`src/design/pio_pkg.sv`:
```
package pio_pkg;
   // wishbone byte addresses
   localparam logic [7:0] REG_INSTR = 8'h00;
   localparam logic [7:0] REG_WORD2 = 8'h04;
   localparam logic [7:0] REG_STATUS = 8'h08;
   localparam logic [7:0] REG_STRLEN = 8'h0c;
   localparam logic [7:0] REG_SP = 8'h10;
   localparam logic [7:0] REG_STACK_TOP = 8'h14;
   localparam logic [7:0] REG_PC = 8'h18;
   localparam logic [7:0] REG_ACC_BASE = 8'h20;
   localparam int ACC_COUNT = 8;
   // status bit positions
   localparam int ST_OVF = 0;
   localparam int ST_SGN = 1;
   localparam int ST_ZRO = 2;
   localparam int ST_CRY = 3;
   localparam int ST_MASK = 4;
   localparam int ST_XZRO = 5;
   localparam int ST_XSGN = 6;
   localparam int ST_BAD = 14;
   localparam int ST_BUSY = 15;
   // opcode patterns
   localparam logic [16:0] OP_IRQ_DIS = 17'h1fe90;
   localparam logic [16:0] OP_IRQ_EN = 17'h1fe80;
   localparam logic [16:0] OP_IRQ_RET = 17'h1bd7e;
   localparam logic [4:0] OP_IN_MEM = 5'h18;
   localparam logic [6:0] OP_IN_ACC = 7'h76;
   localparam logic [6:0] OP_IN_STR = 7'h77;
   // field positions
   localparam int F_TOP5 = 12;
   localparam int F_TOP7 = 10;
   localparam int F_P4_LO = 8;
   localparam int F_P6_LO = 2;
   localparam int F_ACC_LO = 8;
   localparam int F_STR_ZERO = 1;
   localparam int F_OFS = 0;
   localparam int F_REL = 7;
   // constants
   localparam logic [15:0] PC_STEP1 = 16'h0001;
   localparam logic [15:0] PC_STEP2 = 16'h0002;
   localparam logic [15:0] SP_POP = 16'h0002;
   localparam logic [15:0] STR_EXTRA = 16'h0002;
   localparam logic [15:0] RST16 = 16'h0000;
   localparam int SHORT_PORT_SHIFT = 2;

   typedef struct packed {
      logic in_mem;
      logic in_acc;
      logic in_str;
      logic irq_dis;
      logic irq_en;
      logic irq_ret;
      logic [2:0] acc;
      logic [5:0] port;
      logic rel;
   } decode_t;

   typedef struct packed {
      logic ovf;
      logic sgn;
      logic zro;
      logic cry;
   } flags_t;

   typedef struct packed {
      logic rd;
      logic [5:0] addr;
   } port_req_t;

   typedef struct packed {
      logic rd;
      logic we;
      logic [15:0] addr;
      logic [15:0] wdata;
   } mem_req_t;
endpackage

```
`src/design/port_input_and_interrupt_ops.sv`:
```
// Decided for this implementation: the register offsets and register access over Wishbone.
`timescale 1ns/1ps
module port_input_and_interrupt_ops
   import pio_pkg::*;
(
   input wire logic MCLK_I,
   input wire logic SRST_I,
   input wire logic CE_I,
   input wire logic [7:0] ADR_I,
   input wire logic [31:0] DAT_I,
   output logic [31:0] DAT_O,
   input wire logic WE_I,
   input wire logic [3:0] SEL_I,
   input wire logic CYC_I,
   input wire logic STB_I,
   output logic ACK_O,
   output logic [5:0] PORT_ADDR_O,
   output logic PORT_RD_O,
   input wire logic [15:0] PORT_DATA_I,
   output logic [15:0] MEM_ADDR_O,
   output logic [15:0] MEM_WDATA_O,
   output logic MEM_WE_O,
   output logic MEM_RD_O,
   input wire logic [15:0] MEM_RDATA_I,
   input wire logic IRQ_REQ_I,
   output logic IRQ_SERVICE_O,
   output logic BUSY_O
);
   typedef enum {S_IDLE, S_EXEC, S_PORT, S_CAP, S_POP, S_LOAD} state_t;

   state_t state;
   logic [16:0] instr;
   logic [15:0] word2;
   logic [15:0] strlen;
   logic [15:0] sp;
   logic [15:0] stack_top_reg;
   logic [15:0] pc;
   logic [15:0] acc [ACC_COUNT];
   flags_t aflags;
   logic xzro;
   logic xsgn;
   logic mask;
   logic bad;
   logic [2:0] acc_ix;
   logic [15:0] samples;
   decode_t dec;
   flags_t sample_flags;
   port_req_t preq;
   mem_req_t mreq;
   logic req;
   logic wr_ok;
   logic [15:0] status;
   logic [15:0] mem_dest;

   function automatic logic [15:0] merge16(input logic [15:0] old, input logic [31:0] d,
                                           input logic [3:0] sel);
      logic [15:0] r;
      r = old;
      if (sel[0]) begin
         r[7:0] = d[7:0];
      end
      if (sel[1]) begin
         r[15:8] = d[15:8];
      end
      return r;
   endfunction

   function automatic logic hit(input logic [7:0] a, input logic [7:0] off);
      return a[7:2] == off[7:2];
   endfunction

   insn_decode u_dec (
      .insn_i(instr),
      .dec_o(dec)
   );

   load_flags u_flags (
      .value_i(PORT_DATA_I),
      .flags_o(sample_flags)
   );

   assign req = CYC_I && STB_I && !ACK_O;
   // software writes only land while the core is idle
   assign wr_ok = req && WE_I && (state == S_IDLE);
   assign BUSY_O = (state != S_IDLE);
   assign PORT_ADDR_O = preq.addr;
   assign PORT_RD_O = preq.rd;
   assign MEM_ADDR_O = mreq.addr;
   assign MEM_WDATA_O = mreq.wdata;
   assign MEM_WE_O = mreq.we;
   assign MEM_RD_O = mreq.rd;

   always_comb begin
      status = '0;
      status[ST_OVF] = aflags.ovf;
      status[ST_SGN] = aflags.sgn;
      status[ST_ZRO] = aflags.zro;
      status[ST_CRY] = aflags.cry;
      status[ST_MASK] = mask;
      status[ST_XZRO] = xzro;
      status[ST_XSGN] = xsgn;
      status[ST_BAD] = bad;
      status[ST_BUSY] = BUSY_O;
   end

   // direct or long relative second word
   // pc has already stepped past both words here, so undo that step
   assign mem_dest = dec.rel ? 16'(pc - PC_STEP2 + word2) : word2;

   assign IRQ_SERVICE_O = IRQ_REQ_I && mask && (state == S_IDLE);

   always_ff @(posedge MCLK_I) begin
      if (SRST_I) begin
         ACK_O <= 1'b0;
         DAT_O <= '0;
      end else if (CE_I) begin
         ACK_O <= req;
         DAT_O <= '0;
         if (req && !WE_I) begin
            if (hit(ADR_I, REG_INSTR)) begin
               DAT_O <= 32'(instr);
            end else if (hit(ADR_I, REG_WORD2)) begin
               DAT_O <= 32'(word2);
            end else if (hit(ADR_I, REG_STATUS)) begin
               DAT_O <= 32'(status);
            end else if (hit(ADR_I, REG_STRLEN)) begin
               DAT_O <= 32'(strlen);
            end else if (hit(ADR_I, REG_SP)) begin
               DAT_O <= 32'(sp);
            end else if (hit(ADR_I, REG_STACK_TOP)) begin
               DAT_O <= 32'(stack_top_reg);
            end else if (hit(ADR_I, REG_PC)) begin
               DAT_O <= 32'(pc);
            end else if (ADR_I[7:5] == REG_ACC_BASE[7:5]) begin
               DAT_O <= 32'(acc[ADR_I[4:2]]);
            end
         end
      end
   end

   always_ff @(posedge MCLK_I) begin
      if (SRST_I) begin
         instr <= '0;
         word2 <= '0;
         strlen <= '0;
      end else if (CE_I && wr_ok) begin
         if (hit(ADR_I, REG_INSTR)) begin
            instr[15:0] <= merge16(instr[15:0], DAT_I, SEL_I);
            if (SEL_I[2]) begin
               instr[16] <= DAT_I[16];
            end
         end
         if (hit(ADR_I, REG_WORD2)) begin
            word2 <= merge16(word2, DAT_I, SEL_I);
         end
         if (hit(ADR_I, REG_STRLEN)) begin
            strlen <= merge16(strlen, DAT_I, SEL_I);
         end
      end
   end

   always_ff @(posedge MCLK_I) begin
      if (SRST_I) begin
         state <= S_IDLE;
         preq <= '0;
         mreq <= '0;
         acc_ix <= '0;
         samples <= '0;
      end else if (CE_I) begin
         preq.rd <= 1'b0;
         mreq.rd <= 1'b0;
         mreq.we <= 1'b0;
         unique case (state)
            S_IDLE: begin
               // a write to the instruction word starts execution
               if (wr_ok && hit(ADR_I, REG_INSTR)) begin
                  state <= S_EXEC;
               end
            end
            S_EXEC: begin
               acc_ix <= dec.acc;
               samples <= '0;
               if (dec.in_mem || dec.in_acc || dec.in_str) begin
                  preq.addr <= dec.port;
                  preq.rd <= 1'b1;
                  state <= S_CAP;
               end else if (dec.irq_ret) begin
                  state <= S_POP;
               end else begin
                  state <= S_IDLE;
               end
            end
            S_PORT: begin
               preq.rd <= 1'b1;
               state <= S_CAP;
            end
            S_CAP: begin
               samples <= 16'(samples + PC_STEP1);
               acc_ix <= 3'(acc_ix + 3'h1);
               if (dec.in_mem) begin
                  mreq.addr <= mem_dest;
                  mreq.wdata <= PORT_DATA_I;
                  mreq.we <= 1'b1;
                  state <= S_IDLE;
               end else if (dec.in_str && (samples + PC_STEP1 < 17'(strlen) + 17'(STR_EXTRA))) begin
                  state <= S_PORT;
               end else begin
                  state <= S_IDLE;
               end
            end
            S_POP: begin
               mreq.addr <= 16'(sp - SP_POP);
               mreq.rd <= 1'b1;
               state <= S_LOAD;
            end
            S_LOAD: begin
               state <= S_IDLE;
            end
         endcase
      end
   end

   always_ff @(posedge MCLK_I) begin
      if (SRST_I) begin
         for (int i = 0; i < ACC_COUNT; i++) begin
            acc[i] <= RST16;
         end
      end else if (CE_I && state == S_CAP && !dec.in_mem) begin
         acc[acc_ix] <= PORT_DATA_I;
      end
   end

   always_ff @(posedge MCLK_I) begin
      if (SRST_I) begin
         aflags <= '0;
         xzro <= 1'b0;
         xsgn <= 1'b0;
         mask <= 1'b0;
         bad <= 1'b0;
      end else if (CE_I) begin
         if (wr_ok && hit(ADR_I, REG_STATUS) && SEL_I[0]) begin
            aflags <= {DAT_I[ST_OVF], DAT_I[ST_SGN], DAT_I[ST_ZRO], DAT_I[ST_CRY]};
            mask <= DAT_I[ST_MASK];
            xzro <= DAT_I[ST_XZRO];
            xsgn <= DAT_I[ST_XSGN];
         end
         if (wr_ok && hit(ADR_I, REG_STATUS) && SEL_I[1] && DAT_I[ST_BAD]) begin
            bad <= 1'b0;
         end
         if (state == S_EXEC) begin
            if (dec.irq_dis) begin
               mask <= 1'b0;
            end else if (dec.irq_en) begin
               mask <= 1'b1;
            end else if (!(dec.in_mem || dec.in_acc || dec.in_str || dec.irq_ret)) begin
               bad <= 1'b1;
            end
         end
         if (state == S_CAP) begin
            if (dec.in_mem) begin
               xzro <= sample_flags.zro;
               xsgn <= sample_flags.sgn;
            end else begin
               aflags <= sample_flags;
            end
         end
      end
   end

   always_ff @(posedge MCLK_I) begin
      if (SRST_I) begin
         pc <= RST16;
         sp <= RST16;
         stack_top_reg <= RST16;
      end else if (CE_I) begin
         if (wr_ok && hit(ADR_I, REG_PC)) begin
            pc <= merge16(pc, DAT_I, SEL_I);
         end
         if (wr_ok && hit(ADR_I, REG_SP)) begin
            sp <= merge16(sp, DAT_I, SEL_I);
         end
         if (wr_ok && hit(ADR_I, REG_STACK_TOP)) begin
            stack_top_reg <= merge16(stack_top_reg, DAT_I, SEL_I);
         end
         if (state == S_EXEC && !dec.irq_ret) begin
            pc <= 16'(pc + (dec.in_mem ? PC_STEP2 : PC_STEP1));
         end
         if (state == S_POP) begin
            pc <= stack_top_reg;
            sp <= 16'(sp - SP_POP);
         end
         if (state == S_LOAD) begin
            stack_top_reg <= MEM_RDATA_I;
         end
      end
   end
endmodule

```
`src/design/insn_decode.sv`:
```
`timescale 1ns/1ps
module insn_decode
   import pio_pkg::*;
(
   input wire logic [16:0] insn_i,
   output decode_t dec_o
);
   logic [4:0] top5;
   logic [6:0] top7;

   assign top5 = insn_i[16:F_TOP5];
   assign top7 = insn_i[16:F_TOP7];

   always_comb begin
      dec_o = '0;
      dec_o.irq_dis = (insn_i == OP_IRQ_DIS);
      dec_o.irq_en = (insn_i == OP_IRQ_EN);
      dec_o.irq_ret = (insn_i == OP_IRQ_RET);
      dec_o.in_mem = (top5 == OP_IN_MEM);
      dec_o.in_acc = (top7 == OP_IN_ACC);
      dec_o.in_str = (top7 == OP_IN_STR) && !insn_i[F_STR_ZERO];
      dec_o.acc = {insn_i[F_OFS], insn_i[F_ACC_LO+1:F_ACC_LO]};
      dec_o.rel = insn_i[F_REL];
      if (dec_o.in_mem) begin
         dec_o.port = 6'(insn_i[F_P4_LO+3:F_P4_LO]) << SHORT_PORT_SHIFT;
      end else begin
         dec_o.port = insn_i[F_P6_LO+5:F_P6_LO];
      end
   end
endmodule

```
`src/design/load_flags.sv`:
```
`timescale 1ns/1ps
module load_flags
   import pio_pkg::*;
(
   input wire logic [15:0] value_i,
   output flags_t flags_o
);
   // a plain load never overflows or carries
   always_comb begin
      flags_o.ovf = 1'b0;
      flags_o.cry = 1'b0;
      flags_o.sgn = value_i[15];
      flags_o.zro = (value_i == RST16);
   end
endmodule

```
`config.mk`:
```
export PLATFORM = sky130hd
export DESIGN_NAME = port_input_and_interrupt_ops
export DESIGN_NICKNAME = d
export VERILOG_FILES = /design/src/design/pio_pkg.sv /design/src/design/port_input_and_interrupt_ops.sv /design/src/design/insn_decode.sv /design/src/design/load_flags.sv
export SDC_FILE = /design/constraint.sdc
export NUM_CORES = 1
export LEC_CHECK = 0
export BUFFER_PORTS_ARGS = -buffer_cell sky130_fd_sc_hd__buf_4
export CELL_PAD_IN_SITES_DETAIL_PLACEMENT = 0
export CELL_PAD_IN_SITES_GLOBAL_PLACEMENT = 1
export CORE_ASPECT_RATIO = 0.75
export CORE_UTILIZATION = 23
export CTS_CLUSTER_SIZE = 8
export DETAILED_ROUTE_END_ITERATION = 10
export PLACE_DENSITY_LB_ADDON = 0.1
export SLEW_MARGIN = 15
export SYNTH_ARGS = -nofsm -noshare
export SYNTH_HDL_FRONTEND = slang
export SYNTH_SLANG_ARGS = --single-unit
```
`constraint.sdc`:
```
create_clock -name MCLK_I -period 8 [get_ports MCLK_I]
set_input_delay 1.6 -clock MCLK_I [delete_from_list [all_inputs] [get_ports MCLK_I]]
set_output_delay 1.6 -clock MCLK_I [all_outputs]
set_load 0.01 [all_outputs]
```
# Word level (Yosys, flattened, before mapping)
# Memory sizes are Yosys's and may differ from the RTL's.
# Index checks and enable logic that the tools add are counted.
# word_totals
register_bits	230
ram_bits	128
output_inout_bits	76
mem_count	1
# mem_list
name	words	width	rd	rd_clocked_by_memory_dff	wr	line_no	rtl
acc	8	16	1	0	8	port_input_and_interrupt_ops.sv:38	logic [15:0] acc [ACC_COUNT];
# classes
n_addsub	8
magnitude_cmp	1
eq_ne	24
mux	61
n_reduce_logical	64
# ops
cell	n
16-bit 2-to-1 mux	16
32-bit case mux with 6 select lines	1
32-bit by 2-bit == test with 1-bit output, second input constant	3
32-bit by 3-bit == test with 1-bit output, second input constant	3
32-bit 2-to-1 mux	3
32-bit by 4-bit == test with 1-bit output, second input constant	2
32-bit zero test	2
16-bit case mux with 2 select lines	2
17-bit == test, second input constant	3
3-bit AND reduction	16
17-bit 2-to-1 mux	2
33-bit 2-to-1 mux	1
32-bit by 1-bit == test with 1-bit output, second input constant	1
32-bit nonzero test	1
16-bit by 2-bit subtractor with 16-bit output, second input constant	2
1-bit 2-to-1 mux	23
1-bit logical AND	21
6-bit by 3-bit == test with 1-bit output, second input constant	3
16-bit by 1-bit adder with 17-bit output, second input constant	1
16-bit by 2-bit adder with 17-bit output, second input constant	1
17-bit less-than comparator	1
16-bit by 1-bit adder with 16-bit output, second input constant	1
16-bit adder	1
16-bit by 2-bit adder with 16-bit output	1
other kinds (23)	47

# Depth between registers and ports, before layout
# depth
ltp_word	12
mapped_depth	12
depth_no_buf	11

# Hierarchy
# Synthesis repeated with hierarchy kept, for this count alone.
# hier_totals
cells_unflattened	1909
hier_area_um2	17658.2
# modules_own_cells
module	instances	cells_each	area_per_inst_um2	seq_area_each_um2
port_input_and_interrupt_ops	1	1869	17350.4	7567.3
insn_decode	1	31	247.7	0.0
load_flags	1	9	60.1	0.0

# Worst setup path before layout
# No wires, ideal clock.
# synth_timing
kind	in2reg
start	input port CE_I
end	memory acc[4][0] (enable)
t_arrival_ns	3.198
required_ns	7.666
slack_ns	4.469
path_stages	7
path_buffers	1
path_cell_list	buf_4 nand2_1 nor2_2 nand2_1 or3_4 nor4b_4 or2_2
# synth_rtl
element	line_no	rtl
from (decl)	port_input_and_interrupt_ops.sv:8	input wire logic CE_I,
to (decl)	port_input_and_interrupt_ops.sv:38	

==> run_results.csv <==
group,metric,value,unit
route,vias,15400,
sta,final-max-slew-violation-count,0,
setup_path,end_kind,"register",
setup_path,r2r_cells,7,
grt,grt_max_degree,78,
sta,hold_viol,0,
sta,finClkSkew,0.0379,ns
logic_synthesis,synth_area_per_cell,9.10,µm²
grt,grt_pass1_vias,14700,
floorplan,core_area,0.0754,mm²
cts,clk_latency,0.60,ns
setup_path,start_kind,"input port",
logic_synthesis,synth_flop_cell,"dfxtp_1",
logic_synthesis,synth_edf_count,128,
placement,place.gp.congestion,0.844,
floorplan,initial_core_util,0.233,
logic_synthesis,synthSimpleGateAreaFrac,0.209,
layout,syn_to_final_growth,18.4,%
layout,layoutNonFillerInstCount,3066,
placement,port_buffers,125,
job,cap_violations,0,
layout,multiInputGateArea,0.00920,mm²
floorplan,die_h,241,µm
route,ant_nets,0,
logic_synthesis,yosysSeqAreaShare,0.430,
cts,cts_buffers,45,
placement,place_hpwl,55200,µm
sta,finalCritPeriodShare,0.548,
layout,seq_area,0.00757,mm²
sta,relSlewSlack,0.276,
route,wl_met2,31200,µm
setup_path,cp_slowest_stage_delay,0.54,ns
sta,period_needed,4.38,ns
route,viasPerCell,5.02,
route,dr.pass1.iters,5,
grt,grt_antenna_before_repair,3,
logic_synthesis,synth-compound-area-share,0.182,
layout,antennaDiodeCount,0,
cts,hold_buffers,0,
sta,rsz0062_at_grt,"no",
hold_path,whs_endpoint,"MEM_WDATA_O[6]",
logic_synthesis,syn_inst,1933,
cts,cts_root_buf,"clkbuf_16",
hold_path,whs_path_depth,2,
hold_path,min_from,"MEM_WDATA_O[6]",
route,dr.first_iter.drc_count,1284,
cts,clock_sinks,314,
power,p_per_area,181,mW/mm²
grt,grtUsageTotal,0.199,
logic_synthesis,synthTopCellsByCount,"247 x nand2_1, 186 x dfxtp_1, 156 x a21oi_1",
setup_path,r2r_slack,4.33,ns
cts,cts.clk_slew.worst_paths,0.05,ns
floorplan,fp-row-count,87,
run_status,status,"complete, no violations",
cts,post_cts_buffers,0,
power,power.leakage,0.00753,µW
logic_synthesis,synth_area_leader_cell,"edfxtp_1",
layout,drive_gt1_frac,0.144,
route,finalWirelength,77500,µm
setup_path,required,8.20,ns
logic_synthesis,yosys_warnings,0,
layout,largest_reg_flops,128,
layout,nets,2154,
setup_path,cp.arrival,4.58,ns
placement,dp.cells,2994,
sta,tns,0,ns
logic_synthesis,synthArstFlopShare,0,
setup_path,crit_slowest_cell,"or2_2",
sta,finalSetupViolations,0,
cts,cts_tree,"built",
logic_synthesis,synth_top_family_by_area,"simple AND/OR/NAND/NOR gates",
cts,cts_resized,0,
power,vdd_drop_max,0.148,mV
cts,htree_num_levels,2,
floorplan,pin_count,159,
logic_synthesis,ys_top_cells_by_area,"edfxtp_1 22%, dfxtp_1 21%, nand2_1 5.3%",
route,drc,0,
grt,gr-total-overflow,0,
setup_path,crit_chain,"buf_4 > nand2_1 > nor2_2 > nand2_1 > or3_4 > nor4b_4 > buf_4 > or2_2",
layout,reg.largest.list,"acc: 128 flops, DAT_O: 17 flops, instr: 17 flops",
logic_synthesis,synth_fa_ha_area_frac,0.0386,
route,top_layer_used,"met4",
floorplan,dieArea,0.0776,mm²
setup_path,worstReg2RegStart,"state[0]",
logic_synthesis,synth_xor_area_frac,0.0274,
logic_synthesis,syn_area,0.0176,mm²
floorplan,die_w,321,µm
setup_path,crit_type,"input port to register",
setup_path,cp_max_fo,28,
sta,worstMarginPinSlew,1.08,ns
logic_synthesis,synth_top_area_frac,0.219,
logic_synthesis,yosys-mux-area-fraction,0.0608,
logic_synthesis,yosysMostFrequentCell,"nand2_1",
route,drt-wirelength-per-cell,25.3,µm
route,dr_wl_met3,3460,µm
layout,largest-register,"acc",
logic_synthesis,yosys_register_bits,314,
layout,num-fill-cells,8066,
sta,fmax,228,MHz
grt,grt_pass1_wl,110000,µm
hold_path,hold_path.class,"register to register",
logic_synthesis,ys_types,96,
route,m1WireLength,41300,µm
cts,cts.path.max_buffers,3,
setup_path,r2r_end,"acc[4][9]",
per-layer routing:
layer / global-route usage / up-vias
met5: 0 / -
met4: 0.0463 / 0
met3: 0.0222 / 72
met2: 0.282 / 410
met1: 0.314 / 7771
li1: - / 7145
layout by cell type, fill, tap and decap left out, drive strengths merged, types with 42 or more instances in the layout:
| master | count |
|---|---|
| edfxtp | 128 |
| ha | 51 |
| dfxtp | 186 |
| a22oi | 58 |
| a211oi | 42 |
| and2 | 134 |
| mux2i | 54 |
| clkbuf | 69 |
| a21oi | 160 |
| o21ai | 76 |
| nand2 | 247 |
| inv | 76 |
| nand3 | 47 |
| buf | 157 |
| nor2 | 139 |
layout make-up:
cell class	count	area share
clock inverter	3	0.00385
clock buffer	69	0.0589
tap	1023	0.0615
timing repair buffer	157	0.0568
inverter	76	0.0137
multi-input combinational	1424	0.442
sequential	314	0.363
metrics by stage:
step	utilization	power, µW	hold WS (ns)	worst slack [ns]	instance area (µm²)
global placement	0.259	1950	0.444	3.13	19500
CTS	0.276	3820	0.457	3.67	20800
global route	0.276	3900	0.477	3.45	20800
finish	0.276	3770	0.454	3.62	20800
detailed placement	0.259	1950	0.450	3.07	19500
floorplan	-	1840	0.432	4.47	17600
worst max path at each step:
stage / start / endpoint / slack (ns) / cells past startpoint
finish: CE_I / acc[4][9] / 3.62 / 8
global route: CE_I / acc[4][9] / 3.45 / 8
CTS: CE_I / acc[4][13] / 3.67 / 8
detailed placement: CE_I / acc[4][2] / 3.07 / 8
global placement: CE_I / acc[4][2] / 3.13 / 8
floorplan: CE_I / acc[4][0] / 4.47 / 7
report_power, final:
part	total (µW)	switching [µW]	internal [µW]
logic	218	153	64.7
registers	1700	6.96	1690
clock network	1850	797	1060
total	3770	957	2810
worst max-delay path, delay by kind of cell:
| family | cells | cell delay [ns] |
|---|---|---|
| simple gates | 6 | 2.24 |
| buf+inv | 2 | 0.71 |
cell families after synthesis:
group / after synthesis
multiplexers: 93
AND/OR/NAND/NOR: 725
adder cells (fa/ha/maj): 53
XOR/XNOR: 55
buffers and inverters: 209
AO/OA/AOI/OAI: 483
other: 1
flip-flops: 314
Power figures use the tool's default switching activity.
